$ cat config.mk
export PLATFORM = sky130hd
export DESIGN_NAME = bpc_port
export DESIGN_NICKNAME = d
export VERILOG_FILES = /design/src/design/bpc_pkg.sv /design/src/design/bpc_port.sv
export SDC_FILE = /design/constraint.sdc
export NUM_CORES = 1
export LEC_CHECK = 0
export ABC_AREA = 1
export BUFFER_PORTS_ARGS = -buffer_cell sky130_fd_sc_hd__buf_2
export CELL_PAD_IN_SITES_DETAIL_PLACEMENT = 0
export CELL_PAD_IN_SITES_GLOBAL_PLACEMENT = 1
export CORE_ASPECT_RATIO = 1.1
export CORE_MARGIN = 3
export CORE_UTILIZATION = 30
export CTS_CLUSTER_SIZE = 16
export DETAILED_ROUTE_END_ITERATION = 8
export PLACE_DENSITY = 0.69
export SYNTH_ARGS = -nofsm -noshare
export SYNTH_HDL_FRONTEND = slang
export SYNTH_SLANG_ARGS = --single-unit
$ cat constraint.sdc
create_clock -name core_clk_i -period 3.9 [get_ports core_clk_i]
set_clock_uncertainty 0.2 [all_clocks]
set_input_delay 0 -clock core_clk_i [delete_from_list [all_inputs] [get_ports core_clk_i]]
set_output_delay 0 -clock core_clk_i [all_outputs]
set_load 0.02 [all_outputs]
$ cat src/design/bpc_pkg.sv
// package of constants and types for the buffered port control block
package bpc_pkg;
  localparam int PORT_W = 4;
  localparam int XFER_W = 32;
  localparam int WORDS = XFER_W / PORT_W;
  localparam int CNT_W = 4;
  localparam int BITS_W = 8;
  localparam logic [CNT_W-1:0] CNT_ZERO = 4'h0;
  localparam logic [CNT_W-1:0] CNT_FULL = 4'h8;
  localparam logic [1:0] RDY_NONE = 2'h0;
  localparam logic [1:0] RDY_RESET = RDY_NONE;
  localparam logic [PORT_W-1:0] PIN_RESET = 4'h0;
  localparam logic [XFER_W-1:0] WORD_ZERO = 32'h0;

  typedef enum logic [3:0] {
    OP_START,
    OP_STOP,
    OP_PEEK,
    OP_CLEAR,
    OP_SYNC,
    OP_ENDIN,
    OP_IN,
    OP_OUT,
    OP_SETRDY
  } bpc_op_type;
endpackage : bpc_pkg

$ cat src/design/bpc_port.sv
// buffered clocked port: control, serdes, peek, clear, sync and end-input
// Function
// activation empties the buffer
// deactivation returns to no-ready mode
// peek returns one port-width pin sample
// peek answers at once, bypassing buffering
// peek leaves all port state unchanged
// clear discards unread input data
// clear discards undriven output data
// clear stops output shifting immediately
// clear keeps the current direction
// clear keeps driving current pin value
// sync stalls until outputs done, held
// end-input returns count of unread bits; code leaves out a sample shifted in by a tick in the same cycle
// count covers transfer and shift registers
// then full words while full words remain
// last input holds remainder in msbs
// widths fixed, shift register transfer-wide
`timescale 1ns/1ps
module bpc_port (
  input wire logic core_clk_i,
  input wire logic rst_b_i,
  input wire logic port_tick_i,
  input wire logic cmd_valid_i,
  input wire bpc_pkg::bpc_op_type cmd_op_i,
  input wire logic [bpc_pkg::XFER_W-1:0] cmd_data_i,
  input wire logic [bpc_pkg::PORT_W-1:0] pin_i,
  output logic [bpc_pkg::PORT_W-1:0] pin_o,
  output logic [bpc_pkg::PORT_W-1:0] pin_oe_o,
  output logic busy_o,
  output logic resp_valid_o,
  output logic [bpc_pkg::XFER_W-1:0] resp_data_o,
  output logic active_o,
  output logic [1:0] rdy_mode_o
);
  import bpc_pkg::*;

  function automatic logic [BITS_W-1:0] bit_count(
    input logic full, input logic [CNT_W-1:0] cnt);
    logic [BITS_W-1:0] s;
    s = full ? BITS_W'(XFER_W) : 8'h00;
    bit_count = s + BITS_W'(cnt) * BITS_W'(PORT_W);
  endfunction : bit_count

  // shift register is one transfer wide
  logic [XFER_W-1:0] shift_q;
  logic [XFER_W-1:0] xfer_q;
  logic [CNT_W-1:0] cnt_q;
  logic xfer_full_q, xfer_out_q, dir_out_q, ended_q, held_q;
  logic active_q, busy_q;
  logic [1:0] rdy_q;
  bpc_op_type op_q;
  logic [XFER_W-1:0] odata_q;
  logic [PORT_W-1:0] pin_q;
  logic resp_q;
  logic [XFER_W-1:0] rdata_q;

  wire bpc_op_type cur_op = busy_q ? op_q : cmd_op_i;
  wire [XFER_W-1:0] cur_data = busy_q ? odata_q : cmd_data_i;
  wire go = busy_q | cmd_valid_i;
  wire in_full = xfer_full_q & ~xfer_out_q;
  wire in_tail = ended_q & ~dir_out_q & (cnt_q != CNT_ZERO);
  wire out_idle = ~xfer_full_q & (cnt_q == CNT_ZERO);
  // an input port has nothing to drain, so sync must not wait on input data
  wire out_quiet = ~(xfer_full_q & xfer_out_q)
                   & ~(dir_out_q & (cnt_q != CNT_ZERO));
  wire sync_ok = out_quiet & (held_q | ~dir_out_q);
  wire tick = port_tick_i & active_q;
  wire can_done = (cur_op == OP_IN) ? (in_full | in_tail) :
                  (cur_op == OP_OUT) ? ~xfer_full_q :
                  (cur_op == OP_SYNC) ? sync_ok : 1'b1;
  wire done = go & can_done;
  wire do_clear = done & ((cur_op == OP_CLEAR) | (cur_op == OP_START));
  wire do_in = done & (cur_op == OP_IN);
  wire do_out = done & (cur_op == OP_OUT);
  wire do_endin = done & (cur_op == OP_ENDIN);
  wire sh_out = tick & dir_out_q & (cnt_q != CNT_ZERO);
  wire ld_out = tick & (cnt_q == CNT_ZERO) & xfer_full_q & xfer_out_q;
  wire sh_in = tick & ~dir_out_q & ~ended_q & ~xfer_out_q
               & (cnt_q != CNT_FULL);
  wire [XFER_W-1:0] shift_in = {pin_i, shift_q[XFER_W-1:PORT_W]};
  wire in_wrap = sh_in & (cnt_q == CNT_FULL - 4'h1) & ~xfer_full_q;

  // answer data; peek bypasses every buffer and counter
  wire [XFER_W-1:0] ans =
    (cur_op == OP_PEEK) ? {{(XFER_W-PORT_W){1'b0}}, pin_i} :
    (cur_op == OP_ENDIN) ?
      {{(XFER_W-BITS_W){1'b0}}, bit_count(in_full, cnt_q)} :
    (cur_op == OP_IN) ? (in_full ? xfer_q : shift_q) : WORD_ZERO;

  always_ff @(posedge core_clk_i or negedge rst_b_i) begin
    if (!rst_b_i) begin
      busy_q <= 1'b0;
      op_q <= OP_START;
      odata_q <= WORD_ZERO;
      resp_q <= 1'b0;
      rdata_q <= WORD_ZERO;
    end else begin
      busy_q <= go & ~done;
      if (cmd_valid_i & ~busy_q) begin
        op_q <= cmd_op_i;
        odata_q <= cmd_data_i;
      end
      resp_q <= done;
      if (done) begin
        rdata_q <= ans;
      end
    end
  end

  always_ff @(posedge core_clk_i or negedge rst_b_i) begin
    if (!rst_b_i) begin
      active_q <= 1'b0;
      rdy_q <= RDY_RESET;
    end else if (done & (cur_op == OP_START)) begin
      active_q <= 1'b1;
    end else if (done & (cur_op == OP_STOP)) begin
      active_q <= 1'b0;
      rdy_q <= RDY_NONE;
    end else if (done & (cur_op == OP_SETRDY)) begin
      rdy_q <= cur_data[1:0];
    end
  end

  // datapath; a peek never reaches this process
  always_ff @(posedge core_clk_i or negedge rst_b_i) begin
    if (!rst_b_i) begin
      shift_q <= WORD_ZERO;
      xfer_q <= WORD_ZERO;
      cnt_q <= CNT_ZERO;
      xfer_full_q <= 1'b0;
      xfer_out_q <= 1'b0;
      dir_out_q <= 1'b0;
      ended_q <= 1'b0;
      held_q <= 1'b1;
      pin_q <= PIN_RESET;
    end else if (do_clear) begin
      // pin_q and dir_out_q untouched: pins keep value
      xfer_full_q <= 1'b0; // see R01
      xfer_out_q <= 1'b0;
      cnt_q <= CNT_ZERO;
      ended_q <= 1'b0;
      held_q <= 1'b1;
    end else begin
      if (do_endin) begin
        ended_q <= 1'b1; // see R12
      end
      if (do_in & in_full) begin
        xfer_full_q <= 1'b0;
        // no partial data left: end-input state ends with the last word
        if (cnt_q == CNT_ZERO) begin
          ended_q <= 1'b0;
        end
      end else if (do_in) begin
        cnt_q <= CNT_ZERO;
        ended_q <= 1'b0;
      end else if (go & (cur_op == OP_IN) & dir_out_q & out_idle) begin
        // input on an idle output port turns it round, then waits for data
        dir_out_q <= 1'b0;
      end
      if (sh_out) begin
        pin_q <= shift_q[PORT_W-1:0];
        shift_q <= {{PORT_W{1'b0}}, shift_q[XFER_W-1:PORT_W]};
        cnt_q <= cnt_q - 4'h1;
        held_q <= 1'b0;
      end else if (ld_out) begin
        // direction turns to output only here, so a cleared word never flips it
        pin_q <= xfer_q[PORT_W-1:0];
        shift_q <= {{PORT_W{1'b0}}, xfer_q[XFER_W-1:PORT_W]};
        cnt_q <= CNT_FULL - 4'h1;
        dir_out_q <= 1'b1;
        xfer_full_q <= 1'b0;
        xfer_out_q <= 1'b0;
        held_q <= 1'b0;
      end else if (tick & dir_out_q) begin
        held_q <= 1'b1; // last word stood a full port period
      end else if (in_wrap & ~(do_in & in_full)) begin
        xfer_q <= shift_in;
        xfer_full_q <= 1'b1;
        cnt_q <= CNT_ZERO;
      end else if (sh_in & (cnt_q != CNT_FULL - 4'h1)) begin
        shift_q <= shift_in;
        cnt_q <= cnt_q + 4'h1;
      end
      if (do_out) begin
        xfer_q <= cur_data;
        xfer_full_q <= 1'b1;
        xfer_out_q <= 1'b1;
      end
    end
  end

  always_ff @(posedge core_clk_i or negedge rst_b_i) begin
    if (!rst_b_i) begin
      pin_o <= PIN_RESET;
      pin_oe_o <= PIN_RESET;
    end else begin
      pin_o <= pin_q;
      pin_oe_o <= {PORT_W{dir_out_q & active_q}};
    end
  end

  assign busy_o = busy_q;
  assign resp_valid_o = resp_q;
  assign resp_data_o = rdata_q;
  assign active_o = active_q;
  assign rdy_mode_o = rdy_q;

  a_peek_value: assert property (@(posedge core_clk_i) disable iff (!rst_b_i)
    (cmd_valid_i & ~busy_q & cmd_op_i == OP_PEEK) |=> resp_q
    && rdata_q[PORT_W-1:0] == $past(pin_i))
    else $error("peek answer wrong or late");
  a_peek_still: assert property (@(posedge core_clk_i) disable iff (!rst_b_i)
    (done & cur_op == OP_PEEK & ~tick) |=> $stable(cnt_q)
    && $stable(xfer_full_q) && $stable(dir_out_q))
    else $error("peek disturbed port state");
  a_clear_empty: assert property (@(posedge core_clk_i) disable iff (!rst_b_i)
    do_clear |=> cnt_q == CNT_ZERO && !xfer_full_q)
    else $error("clear left data");
  a_clear_pins: assert property (@(posedge core_clk_i) disable iff (!rst_b_i)
    do_clear |=> $stable(pin_q) && $stable(dir_out_q))
    else $error("clear changed pins or direction");
  a_stop_ready: assert property (@(posedge core_clk_i) disable iff (!rst_b_i)
    (done & cur_op == OP_STOP) |=> rdy_q == RDY_NONE && !active_q)
    else $error("stop kept ready mode");
  a_sync_wait: assert property (@(posedge core_clk_i) disable iff (!rst_b_i)
    (resp_q & $past(cur_op) == OP_SYNC) |-> $past(out_quiet)
    && ($past(held_q) || !$past(dir_out_q)))
    else $error("sync released early");
  a_endin_count: assert property (@(posedge core_clk_i)
    disable iff (!rst_b_i)
    do_endin |=> rdata_q[BITS_W-1:0]
    == bit_count($past(in_full), $past(cnt_q)))
    else $error("end-input count wrong");
  a_start_empty: assert property (@(posedge core_clk_i) disable iff (!rst_b_i)
    (done & cur_op == OP_START) |=> active_q && !xfer_full_q
    && !ended_q)
    else $error("start left buffered data");
endmodule : bpc_port

Word-level counts from Yosys, hierarchy flattened:

Index checks and enable logic that the tools add are counted.

* register bits: 155
* output and inout bits: 45
* word-level logic and storage cells: 164

* $add $sub $neg: 3
* equal/unequal tests: 17
* multiplexer cells: 59
* bitwise gates (word level): 52
* reduce and logical (&&, ||, !) cells: 15

Operator list (number)
* 32-bit two-way mux: 15
* 4-bit two-way mux: 11
* 1-bit bitwise AND: 37
* 1-bit two-way mux: 30
* 4-bit by 3-bit equality test with 1-bit output (second input constant): 5
* 1-bit NOT: 11
* 3-bit inequality test (second input constant): 3
* 4-bit by 2-bit equality test with 1-bit output (second input constant): 2
* 4-bit logical NOT: 2
* 2-bit nonzero test: 4
* 4-bit nonzero test: 2
* 6-bit by 6-bit adder with 7-bit output: 1
* 6-bit two-way mux: 1
* 2-bit inequality test (second input constant): 3
* 2-bit AND reduction: 3
* 3-bit nonzero test: 2
* 5-bit AND reduction: 1
* 4-bit by 1-bit adder with 4-bit output (second input constant): 1
* 4-bit by 1-bit equality test with 1-bit output (second input constant): 1
* 4-bit equality test (second input constant): 1
* 2-bit two-way mux: 2
* 4-bit by 3-bit inequality test with 1-bit output (second input constant): 1
* 4-bit inequality test (second input constant): 1
* 1-bit OR: 4
* other kinds (2): 2

Depth between registers and ports, before layout:

Gate-level depths: netlist (run 1).

* depth in word-level cells: 19
* gate-level depth with buffers: 15
* gate-level depth less buffers: 14

Worst setup path before layout (run 1):

No wires, ideal clock.

* kind: flip-flop to flip-flop
* start point: reg cnt_q[0]
* end point: reg shift_q[29]
* data arrival time: 1.780 ns
* path slack: 1.803 ns
* stages on the path, launching flop included: 12
* period minus slack after synthesis: 2.097 ns
* cell sequence: dfrtp_1 inv_1 ha_1 nand3_1 nand4_1 or2_0 clkbuf_1 nand2_1 nand2_8 buf_6 nand2_2 o21ai_2

* word-level cells in the longest chain between the ends: 15
* elaborated cells on any way between the ends: 35

RTL lines
* start: declaration: RTL line bpc_port.sv:48 `logic [CNT_W-1:0] cnt_q;`
* start signal: assignment: RTL line bpc_port.sv:164 `cnt_q <= cnt_q - 4'h1;`
* start signal: assignment: RTL line bpc_port.sv:170 `cnt_q <= CNT_FULL - 4'h1;`
* start signal: assignment: RTL line bpc_port.sv:183 `cnt_q <= cnt_q + 4'h1;`
* 4-bit nonzero test: RTL line bpc_port.sv:62, bpc_port.sv:66, bpc_port.sv:77
* 1-bit bitwise AND: RTL line bpc_port.sv:66 `& ~(dir_out_q & (cnt_q != CNT_ZERO));`
* 1-bit NOT: RTL line bpc_port.sv:66
* 1-bit bitwise AND: RTL line bpc_port.sv:66
* 1-bit bitwise AND: RTL line bpc_port.sv:67 `wire sync_ok = out_quiet & (held_q | ~dir_out_q);`
* 1-bit two-way mux: RTL line bpc_port.sv:71 `(cur_op == OP_SYNC) ? sync_ok : 1'b1;`
* 1-bit two-way mux: RTL line bpc_port.sv:70 `(cur_op == OP_OUT) ? ~xfer_full_q :`
* 1-bit two-way mux: RTL line bpc_port.sv:69 `wire can_done = (cur_op == OP_IN) ? (in_full | in_tail) :`
* 1-bit bitwise AND: RTL line bpc_port.sv:72 `wire done = go & can_done;`
* 1-bit bitwise AND: RTL line bpc_port.sv:74 `wire do_in = done & (cur_op == OP_IN);`
* 1-bit bitwise AND: RTL line bpc_port.sv:177 `end else if (in_wrap & ~(do_in & in_full)) begin`
* 1-bit NOT: RTL line bpc_port.sv:177
* 1-bit bitwise AND: RTL line bpc_port.sv:177
* 3-bit inequality test (no source line)
* 4-bit AND reduction (no source line)
* end signal: assignment: RTL line bpc_port.sv:163 `shift_q <= {{PORT_W{1'b0}}, shift_q[XFER_W-1:PORT_W]};`
* end signal: assignment: RTL line bpc_port.sv:169 `shift_q <= {{PORT_W{1'b0}}, xfer_q[XFER_W-1:PORT_W]};`
* end signal: assignment: RTL line bpc_port.sv:182 `shift_q <= shift_in;`
* end: declaration: RTL line bpc_port.sv:46 `logic [XFER_W-1:0] shift_q;`

Several ways; a longest one is shown, not always the timed one.
A chain may end at the register's enable or synchronous reset.

Final worst setup path (run 1):

* start point: reg busy_q, in the netlist busy_o
* end point: reg rdy_q[1], in the netlist rdy_mode_o[1]

* word-level cells in the longest chain between the ends: 9
* elaborated cells on any way between the ends: 21

RTL lines
* start: declaration: RTL line bpc_port.sv:50 `logic active_q, busy_q;`
* start signal: assignment: RTL line bpc_port.sv:99 `busy_q <= go & ~done;`
* 4-bit two-way mux: RTL line bpc_port.sv:58 `wire bpc_op_type cur_op = busy_q ? op_q : cmd_op_i;`
* 4-bit by 3-bit equality test with 1-bit output: RTL line bpc_port.sv:71
* 1-bit two-way mux: RTL line bpc_port.sv:71
* 1-bit two-way mux: RTL line bpc_port.sv:70
* 1-bit two-way mux: RTL line bpc_port.sv:69
* 1-bit bitwise AND (*): RTL line bpc_port.sv:72
* net done: RTL line bpc_port.sv:72
* 1-bit bitwise AND, on equally long branches: RTL line bpc_port.sv:117, bpc_port.sv:115, bpc_port.sv:120
* 2-bit nonzero test (no source line) / 1-bit NOT (equally long branches)
* 2-bit AND reduction (no source line)
* end signal: assignment: RTL line bpc_port.sv:121 `rdy_q <= cur_data[1:0];`
* end: declaration: RTL line bpc_port.sv:51 `logic [1:0] rdy_q;`

Mark *: on every way through the listed nets, which the timed path passes. The rest lies on a longest branch. The select of a mux whose other input is x is not followed.

==> results of run 1 <==
state kept, by name, indices dropped and copies added, names as in the netlist, 2 cells and up:
signal / cells
op_q: 4
resp_data_o: 32
cnt_q: 4
pin_o: 4
odata_q: 32
shift_q: 32
xfer_q: 32
pin_q: 4
rdy_mode_o: 2
layer usage:
metal  track usage [%]  wire [um]  up-vias
met4              4.98        386        0
met3              2.22        753       27
met1              20.6      10200     3202
li1                  -          -     3477
met5                 0          0        -
met2              28.4      11000      121
cell families after synthesis:
| kind of cell | count (synthesis) | synth area share [%] |
|---|---|---|
| AOI/OAI and AO/OA | 212 | 16.1 |
| xor gates and xnor gates | 2 | 0.218 |
| adders and majority gates | 3 | 0.467 |
| buffers and inverters | 155 | 8.78 |
| DFF | 155 | 48.3 |
| and+or+nand+nor | 509 | 26.1 |
path summary, 6_finish.rpt:
path	startpoint	endpoint	slack (ns)	depth (start not counted)
min reg2reg	pin_q[3]	pin_o[3]	0.17	0
min	rst_b_i	odata_q[3]	-0.02	2
max reg2reg	busy_o	rdy_mode_o[1]	1.0	10
max in group asynchronous	rst_b_i	busy_o	2.62	3
max	busy_o	rdy_mode_o[1]	1.0	10
min in group core_clk_i	pin_q[3]	pin_o[3]	0.17	0
cells in the final DEF (no fill, tap or decap), types with 2 or more instances in the layout:
cell,count
a21oi_1,10
a22oi_1,10
buf_2,87
buf_4,9
bufinv_16,7
clkbuf_16,17
clkbuf_8,2
clkinv_4,2
dfrtp_1,153
dlygate4sd3_1,43
ha_1,3
inv_1,96
inv_2,3
inv_6,2
nand2_1,433
nand2_2,19
nand2_4,3
nand3_1,10
nand4_1,4
nor2_1,23
nor2_2,6
nor3_1,4
o211ai_1,15
o21a_1,28
o21ai_0,110
o21ai_1,12
o21ai_2,22
o22ai_1,2
xor2_1,2
report_power, final:
group          leakage (nW)  internal (W)  switching, W  total (W)
clock                 0.346       0.00131      0.000706    0.00201
combinational          2.51      0.000548      0.000959    0.00151
sequential             2.05       0.00195      0.000307    0.00226
layout make-up:
class                           instances  share of cell area, %
Timing Repair Buffer                  141                   9.80
Inverter                              101                   3.93
Tap cell                              352                   4.48
Sequential cell                       155                   39.4
Clock inverter                         13                   2.64
Multi-Input combinational cell        726                   35.1
Clock buffer                           19                   4.60
timing repair:
item / CTS / global route
setup buffers: 0 / 0
resized for setup: 0 / 0
hold endpoints to repair: 155 / 0
hold buffers: 43 / 0
stage by stage:
step / instance area (um^2) / power [W] / setup WS (ns) / utilization (%) / hold slack [ns]
after floorplan: 8040 / 0.00340 / 1.80 / - / -0.496
after global placement: 8700 / 0.00376 / 1.03 / 33.2 / -0.0927
after detailed placement: 8700 / 0.00378 / 0.962 / 33.2 / -0.0911
after CTS: 9840 / 0.00585 / 0.980 / 37.5 / 0.0262
after global routing: 9840 / 0.00617 / 0.647 / 37.5 / 0.0689
final: 9840 / 0.00578 / 0.997 / 37.5 / -0.0178
==> results.cfg, run 1 <==
[setup_path]
critical_path.max_fanout = 39
path_class = flop to flop
path_cells = inv_4, nand2_1, nand2_2, nor2_2, nand3_2, nand4_4, buf_4, inv_1, o21ai_0, o21ai_0
startpoint_type = flop
path_buf_inv = 3
crit_required_ns = 3.99
crit_arrival_ns = 3.00
worstSetupEndpointType = flop
cpLargestDelayFamily = buffers and inverters
slowest_stage = dfrtp_2
crit_top_cell = o21ai_0
slowest_delay_ns = 0.75

[floorplan]
core_region_area_um2 = 26200
rows = 62
die_y_um = 178
start_util_pct = 30.6
die_area_um2 = 28800
io_pins = 89
die_w_um = 162

[synth]
yosysMostFrequentCell = nand2_1
ys_ff_latch = 155
netlist_area_um2 = 8040
synth.net_count = 1083
yosys_warnings = 0
synth_edf_count = 0
ys.flop_type = dfrtp_1
synth_top_area_share_pct = 48.0
yosysSeqAreaShare_pct = 48.3
synth_area_leaders = dfrtp_1 48%, nand2_1 20%, o21ai_0 6.9%
async_reset_ff_share_pct = 100
synth_cells = 1036
netlist_top_cells_count = 434 x nand2_1, 154 x dfrtp_1, 110 x o21ai_0
synth_top_area_cell = dfrtp_1
synth.avg_cell_area_um2 = 7.76
synth_cell_types = 39

[timing]
setup_viol = 0
finalCritPeriodShare_pct = 74.4
finalHoldViolations = 13
whs_ns = -0.0178
timing.fmax_ghz = 0.344
finalCriticalPeriod_ns = 2.90
final-max-slew-violation-count = 0
tns_ns = 0
rsz0062_at_grt = no
worstMarginPinSlew_ns = 1.11
maxSlewHeadroom_pct = 25.5

[clock_network]
numCtsBuffers = 17
cts-htree-levels = 4
cts.sinks = 155
clk_pin_slew_ns = 0.06
cts_buffer_depth = 2
tritoncts = built
clk_latency_ns = 0.43
root_buffer = clkbuf_16

[detailed_routing]
totalWireLength_mm = 22.3
drt_iter0_drc = 428
ant_nets = 0
wl_per_cell_um = 14.8
drc = 0
first_pass_iters = 5
num_vias = 6827
viasPerCell = 4.53

[layout]
diodes = 0
fin_cells = 1507
fillerInstances = 2843
fin_nets = 1189
ff_latch_area_um2 = 3880
drive_gt1_share_pct = 16.9
syn2layout_area_growth_pct = 22.5
multi_input_area_um2 = 3450

[grt]
grt_pass1_vias = 6922
grt_first_pass_wirelength_mm = 36.8
antenna_found_initial = 0
grt_use_total_pct = 16.1
grt_max_degree = 81
grt-ovfl-total = 0

[placement]
io_buffers = 88
placed_cells = 1432
hpwl_mm = 14.4
gp_congestion = 0.813

[power_and_ir_drop]
p_per_area_nw_per_um2 = 588
peakVddDrop_uv = 265
leakagePower_nw = 4.91

[outcome]
violations = hold timing
outcome = finished with violations

[run]
cap_violations = 0

[min_path]
hp-class = input pin to async pin
(Power assumes the default switching activity.)
==> inputs of run 2 (changes only) <==
- ABC_AREA: 1 -> 0
- clock period: 3.9 -> 2.6 ns (I/O delays scaled with it)
==> run 2 against run 1 <==
  * The run now ends clean
  * Area after synthesis shrank 1.9%
  * Critical path depth shrank 1
  * First-iteration DRC count shrank 4.7%
  * Worst setup slack lost 0.87 ns
  * Core utilization grew 1.6 points
  * Combinational power grew 77%
  * Maximum frequency grew 17%
  * Global-route usage grew 0.73 points
  * Sequential share of layout area shrank 0.61 points
  * Routed wire length grew 5.0%
  * Sequential power grew 66%
==> results.cfg, run 2 <==
[outcome]
outcome = finished, final reports clean

[grt]
grt_first_pass_wirelength_mm = 37.6
grt_use_total_pct = 16.9
antenna_found_initial = 0
grt-ovfl-total = 0
grt_max_degree = 62
grt_pass1_vias = 6597

[setup_path]
crit_cells = 9
path_buf_inv = 3
crit_end = resp_data_o[31]
slowest_stage = o41ai_1
startpoint_type = flop
critical_path.max_fanout = 10
regToRegStartpoint = cnt_q[0]
crit_top_cell = inv_1
crit_arrival_ns = 2.60
startpoint = cnt_q[0]
crit_required_ns = 2.72
r2r_slack_ns = 0.13
cpLargestDelayFamily = compound AO/OA/AOI/OAI gates
slowest_delay_ns = 0.41
path_class = flop to flop
rr_worst_depth = 9
path_cells = inv_1, ha_2, nor3b_2, and3_1, o41ai_1, a21o_1, inv_1, buf_4, mux2_2
worstReg2RegEnd = resp_data_o[31]
worstSetupEndpointType = flop

[timing]
final-max-slew-violation-count = 0
worstMarginPinSlew_ns = 0.627
rsz0062_at_grt = no
finalHoldViolations = 0
finalCriticalPeriod_ns = 2.47
tns_ns = 0
maxSlewHeadroom_pct = 58.2
finalCritPeriodShare_pct = 95.2
setup_viol = 0
timing.final.ws_setup_ns = 0.126
timing.fmax_ghz = 0.404

[synth]
synth.net_count = 890
synth_edf_count = 0
synth_top_area_cell = dfrtp_1
yosysMostFrequentCell = nand2_1
synth_cell_types = 60
yosysSeqAreaShare_pct = 49.2
synth_top_area_share_pct = 48.9
netlist_area_um2 = 7880
async_reset_ff_share_pct = 100
netlist_top_cells_count = 252 x nand2_1, 154 x dfrtp_1, 79 x mux2_2
yosys_warnings = 0
synth.avg_cell_area_um2 = 9.35
ys_ff_latch = 155
ys.flop_type = dfrtp_1
synth_cells = 843
synth_area_leaders = dfrtp_1 49%, nand2_1 12%, mux2_2 11%

[detailed_routing]
num_vias = 6582
viasPerCell = 4.92
ant_nets = 0
drt_iter0_drc = 408
wl_per_cell_um = 17.5
first_pass_iters = 5
totalWireLength_mm = 23.4
drc = 0

[clock_network]
clk_latency_ns = 0.43
cts.sinks = 155
tritoncts = built
cts-htree-levels = 4
numCtsBuffers = 17
cts_buffer_depth = 2
cts_setup_buffers = 0
clk_pin_slew_ns = 0.07
root_buffer = clkbuf_16

[layout]
final_common_cell = nand2_1
syn2layout_area_growth_pct = 26.9
multi_input_area_um2 = 3720
fillerInstances = 2535
fin_cells = 1339
final_cell_mix = 252 x nand2_1, 153 x dfrtp_1, 87 x buf_2
fin_nets = 1027
drive_gt1_share_pct = 27.3
fin_util_pct = 39.1
ff_latch_area_um2 = 3880
diodes = 0

[placement]
placed_cells = 1263
post-place-ws_ns = 0.0541
gp_congestion = 0.829
io_buffers = 88
hpwl_mm = 15.8

[floorplan]
rows = 61
die_area_um2 = 28300
start_util_pct = 30.8
io_pins = 89
die_y_um = 176
core_region_area_um2 = 25600
die_w_um = 161

[min_path]
hp-class = input pin to flop

[power_and_ir_drop]
peakVddDrop_uv = 366
leakagePower_nw = 4.71
p_per_area_nw_per_um2 = 916

[run]
cap_violations = 0
[run 2: changes by cell type in the layout (fill, tap and decap cells not counted), sizes merged, moves of 15 or more]
cell / change
a21oi: +64
buf: +33
inv: -91
mux2: +89
nand2: -204
nor2: +21
o211ai: -15
o21a: -26
o21ai: -129
o22ai: +34
[run 2: final cells by class]
cell class / count / share of cell area [%]
tap: 346 / 4.33
timing repair buffer: 175 / 12.8
sequential: 155 / 38.8
multi-input combinational: 620 / 37.2
clock buffer: 20 / 4.57
clock inverter: 12 / 1.85
inverter: 11 / 0.413
[run 2: per-layer routing]
layer	wire, um	share of wire, %	global-route usage, %
met4	397	1.7	5.21
met2	11600	49	28.6
met3	994	4.2	3.21
met1	10500	45	21.8
met5	0	0	0
[run 2: tightest hold or removal path, cell delays in order]
cell and delay [ns]:
dlygate4sd3_1 0.52, buf_2 0.10, nand2_1 0.04, nand2_1 0.05
[run 2: timing repair]
item	4_1_cts	5_1_grt
endpoints found under the setup margin	0	67
resized for setup	0	6
hold endpoints to repair	240	0
hold buffers	44	0
[run 2: worst min-delay path by stage]
stage                   startpoint           to  slack (ns)  depth (start not counted)
finish              cmd_data_i[17]  odata_q[17]        0.11                          4
global route        cmd_data_i[19]  odata_q[19]        0.12                          4
CTS                 cmd_data_i[17]  odata_q[17]        0.09                          4
detailed placement         rst_b_i   odata_q[8]       -0.16                          1
global placement           rst_b_i   odata_q[8]       -0.15                          1
floorplan                  rst_b_i     active_o       -0.50                          0
[run 2: metrics by stage]
stage / hold WS (ns) / area (um^2) / total power [W]
global placement: -0.154 / 8890 / 0.00636
detailed placement: -0.157 / 8890 / 0.00641
CTS: 0.0919 / 9980 / 0.00921
global route: 0.118 / 10000 / 0.00970
finish: 0.106 / 10000 / 0.00916
floorplan: -0.496 / 7890 / 0.00546
[run 2: power by group]
| part | switching [W] | internal (W) |
|---|---|---|
| logic | 0.00142 | 0.00126 |
| registers | 0.000652 | 0.00311 |
| clock network | 0.00105 | 0.00167 |
| total | 0.00312 | 0.00604 |
[run 2: cells by family after synthesis]
group,after synthesis,synth area share (%)
AOI/OAI and AO/OA,164,13.0
xor gates and xnor gates,3,0.334
adders and majority gates,3,0.476
buffers and inverters,68,4.02
DFF,155,49.2
muxes,96,14.1
and+or+nand+nor,354,18.8
==> inputs of run 3 (changes only) <==
- CTS_CLUSTER_SIZE: 16 -> 20
- GPL_TIMING_DRIVEN: not set -> 0
==> run 3 against run 2 <==
  * Total power up 0.21%
  * Critical endpoint is now shift_q[25]
  * Combinational power up 10%
  * Die area unchanged
  * Non-clock buffer count up 37
  * Critical path depth up 1
  * Register-to-register slack worse by 0.06 ns
  * Clock power down 8.9%
  * Clock-buffer cell count unchanged
  * First-iteration DRC count up 15%
  * Cell area up 2.8%
==> results.cfg, run 3 (same netlist as run 2, synthesis figures left out) <==
[detailed_routing]
drc = 0
first_pass_iters = 5
viasPerCell = 4.95
wl_per_cell_um = 17.9
num_vias = 6809
totalWireLength_mm = 24.7
drt_iter0_drc = 469
ant_nets = 0

[placement]
gp_congestion = 0.849
hpwl_mm = 16.5
io_buffers = 88
post-place-ws_ns = -0.426

[setup_path]
path_class = flop to flop
critical_path.max_fanout = 10
worstSetupEndpointType = flop
crit_required_ns = 2.72
crit_arrival_ns = 2.65
startpoint_type = flop

[grt]
grt_max_degree = 78
grt_pass1_vias = 6929
grt_use_total_pct = 17.7
grt-ovfl-total = 0
antenna_found_initial = 0
grt_first_pass_wirelength_mm = 39.5

[timing]
finalCriticalPeriod_ns = 2.54
timing.final.ws_setup_ns = 0.0614
rsz0062_at_grt = yes
timing.fmax_ghz = 0.394
maxSlewHeadroom_pct = 47.6
final-max-slew-violation-count = 0
finalHoldViolations = 0
worstMarginPinSlew_ns = 0.786
finalCritPeriodShare_pct = 97.6
setup_viol = 0

[power_and_ir_drop]
leakagePower_nw = 4.85
p_per_area_nw_per_um2 = 893
peakVddDrop_uv = 429

[layout]
final_cell_mix = 251 x nand2_1, 152 x dfrtp_1, 94 x buf_2
drive_gt1_share_pct = 29.5
fin_nets = 1064
syn2layout_area_growth_pct = 30.5
diodes = 0
final_common_cell = nand2_1
fin_util_pct = 40.2

[clock_network]
clk_pin_slew_ns = 0.07
cts-htree-levels = 4
root_buffer = clkbuf_16
tritoncts = built
cts_buffer_depth = 2
numCtsBuffers = 17
clk_latency_ns = 0.43
cts.sinks = 155

[outcome]
outcome = finished, final reports clean

[floorplan]
die_w_um = 161
die_area_um2 = 28300
rows = 61
start_util_pct = 30.8
io_pins = 89
die_y_um = 176
core_region_area_um2 = 25600

[run]
cap_violations = 0

[min_path]
hp-class = input pin to flop
run 3: cell count changes in the layout (fill, tap and decap cells not counted), moves of 4 or more:
cell           previous run  this run
buf_4                    37        19
clkbuf_2                  0        17
clkbuf_1                  1        13
buf_6                     1         9
buf_2                    87        94
clkbuf_4                  0         6
clkinv_4                  4         0
clkinvlp_4                1         5
dlygate4sd3_1            44        48
run 3: final cells by class:
class / count / area [um^2]
Clock inverter: 11 / 120
Fill cell: 2551 / 15300
Clock buffer: 20 / 447
Tap cell: 346 / 433
Timing Repair Buffer: 157 / 1160
Sequential cell: 155 / 3880
Inverter: 11 / 48.8
Multi-Input combinational cell: 620 / 3820
Buffer: 55 / 377
run 3: path summary, 6_finish.rpt:
check	from	to	slack (ns)	cells after the start
worst max-delay path	cnt_q[0]	shift_q[25]	0.06	10
worst min-delay path	cmd_data_i[1]	odata_q[1]	0.11	4
worst max register to register	cnt_q[0]	shift_q[25]	0.06	10
worst min register to register	pin_q[0]	pin_o[0]	0.19	0
max in group asynchronous	rst_b_i	held_q	1.07	4
min in group asynchronous	rst_b_i	shift_q[11]	0.41	3
run 3: critical path, stage by stage (launching register included):
cell and delay [ns]:
dfrtp_2 0.41, inv_2 0.08, ha_4 0.16, or3b_1 0.36, buf_6 0.15, or3_4 0.38, buf_6 0.15, buf_6 0.14
nand2_1 0.07, nand2_1 0.07, mux2_2 0.26
run 3: through the flow:
step	cell area [um^2]	std cells	total power [W]	hold slack, ns	TNS [ns]
after detailed placement	8800	1278	0.00630	-0.165	-31.56
after CTS	10000	1364	0.00897	0.0905	0
final	10300	1375	0.00918	0.108	0
after floorplan	7890	843	0.00546	-0.496	0
after global routing	10300	1375	0.00978	0.125	-0.0155
after global placement	8760	1277	0.00624	0.00708	-223.19
run 3: repair_timing:
action	CTS	global route
cloned	0	2
gates resized for setup	34	47
setup buffers	6	11
hold endpoints to repair	239	0
hold buffers	49	0
setup endpoints to repair	123	102
pin swaps	2	2
run 3: per-layer routing:
layer | track usage [%] | vias up | part of all wire, %
met5 | 0 | - | 0
met4 | 5.42 | 0 | 2.4
met3 | 2.98 | 39 | 3.7
met2 | 29.6 | 160 | 49
met1 | 23.6 | 3362 | 45
li1 | - | 3248 | -
run 3: report_power, final:
group	total, W	internal, W	switching, W	leakage, nW
Combinational	0.00296	0.00142	0.00154	2.62
Sequential	0.00375	0.00311	0.000639	1.95
Clock	0.00247	0.00143	0.00104	0.272
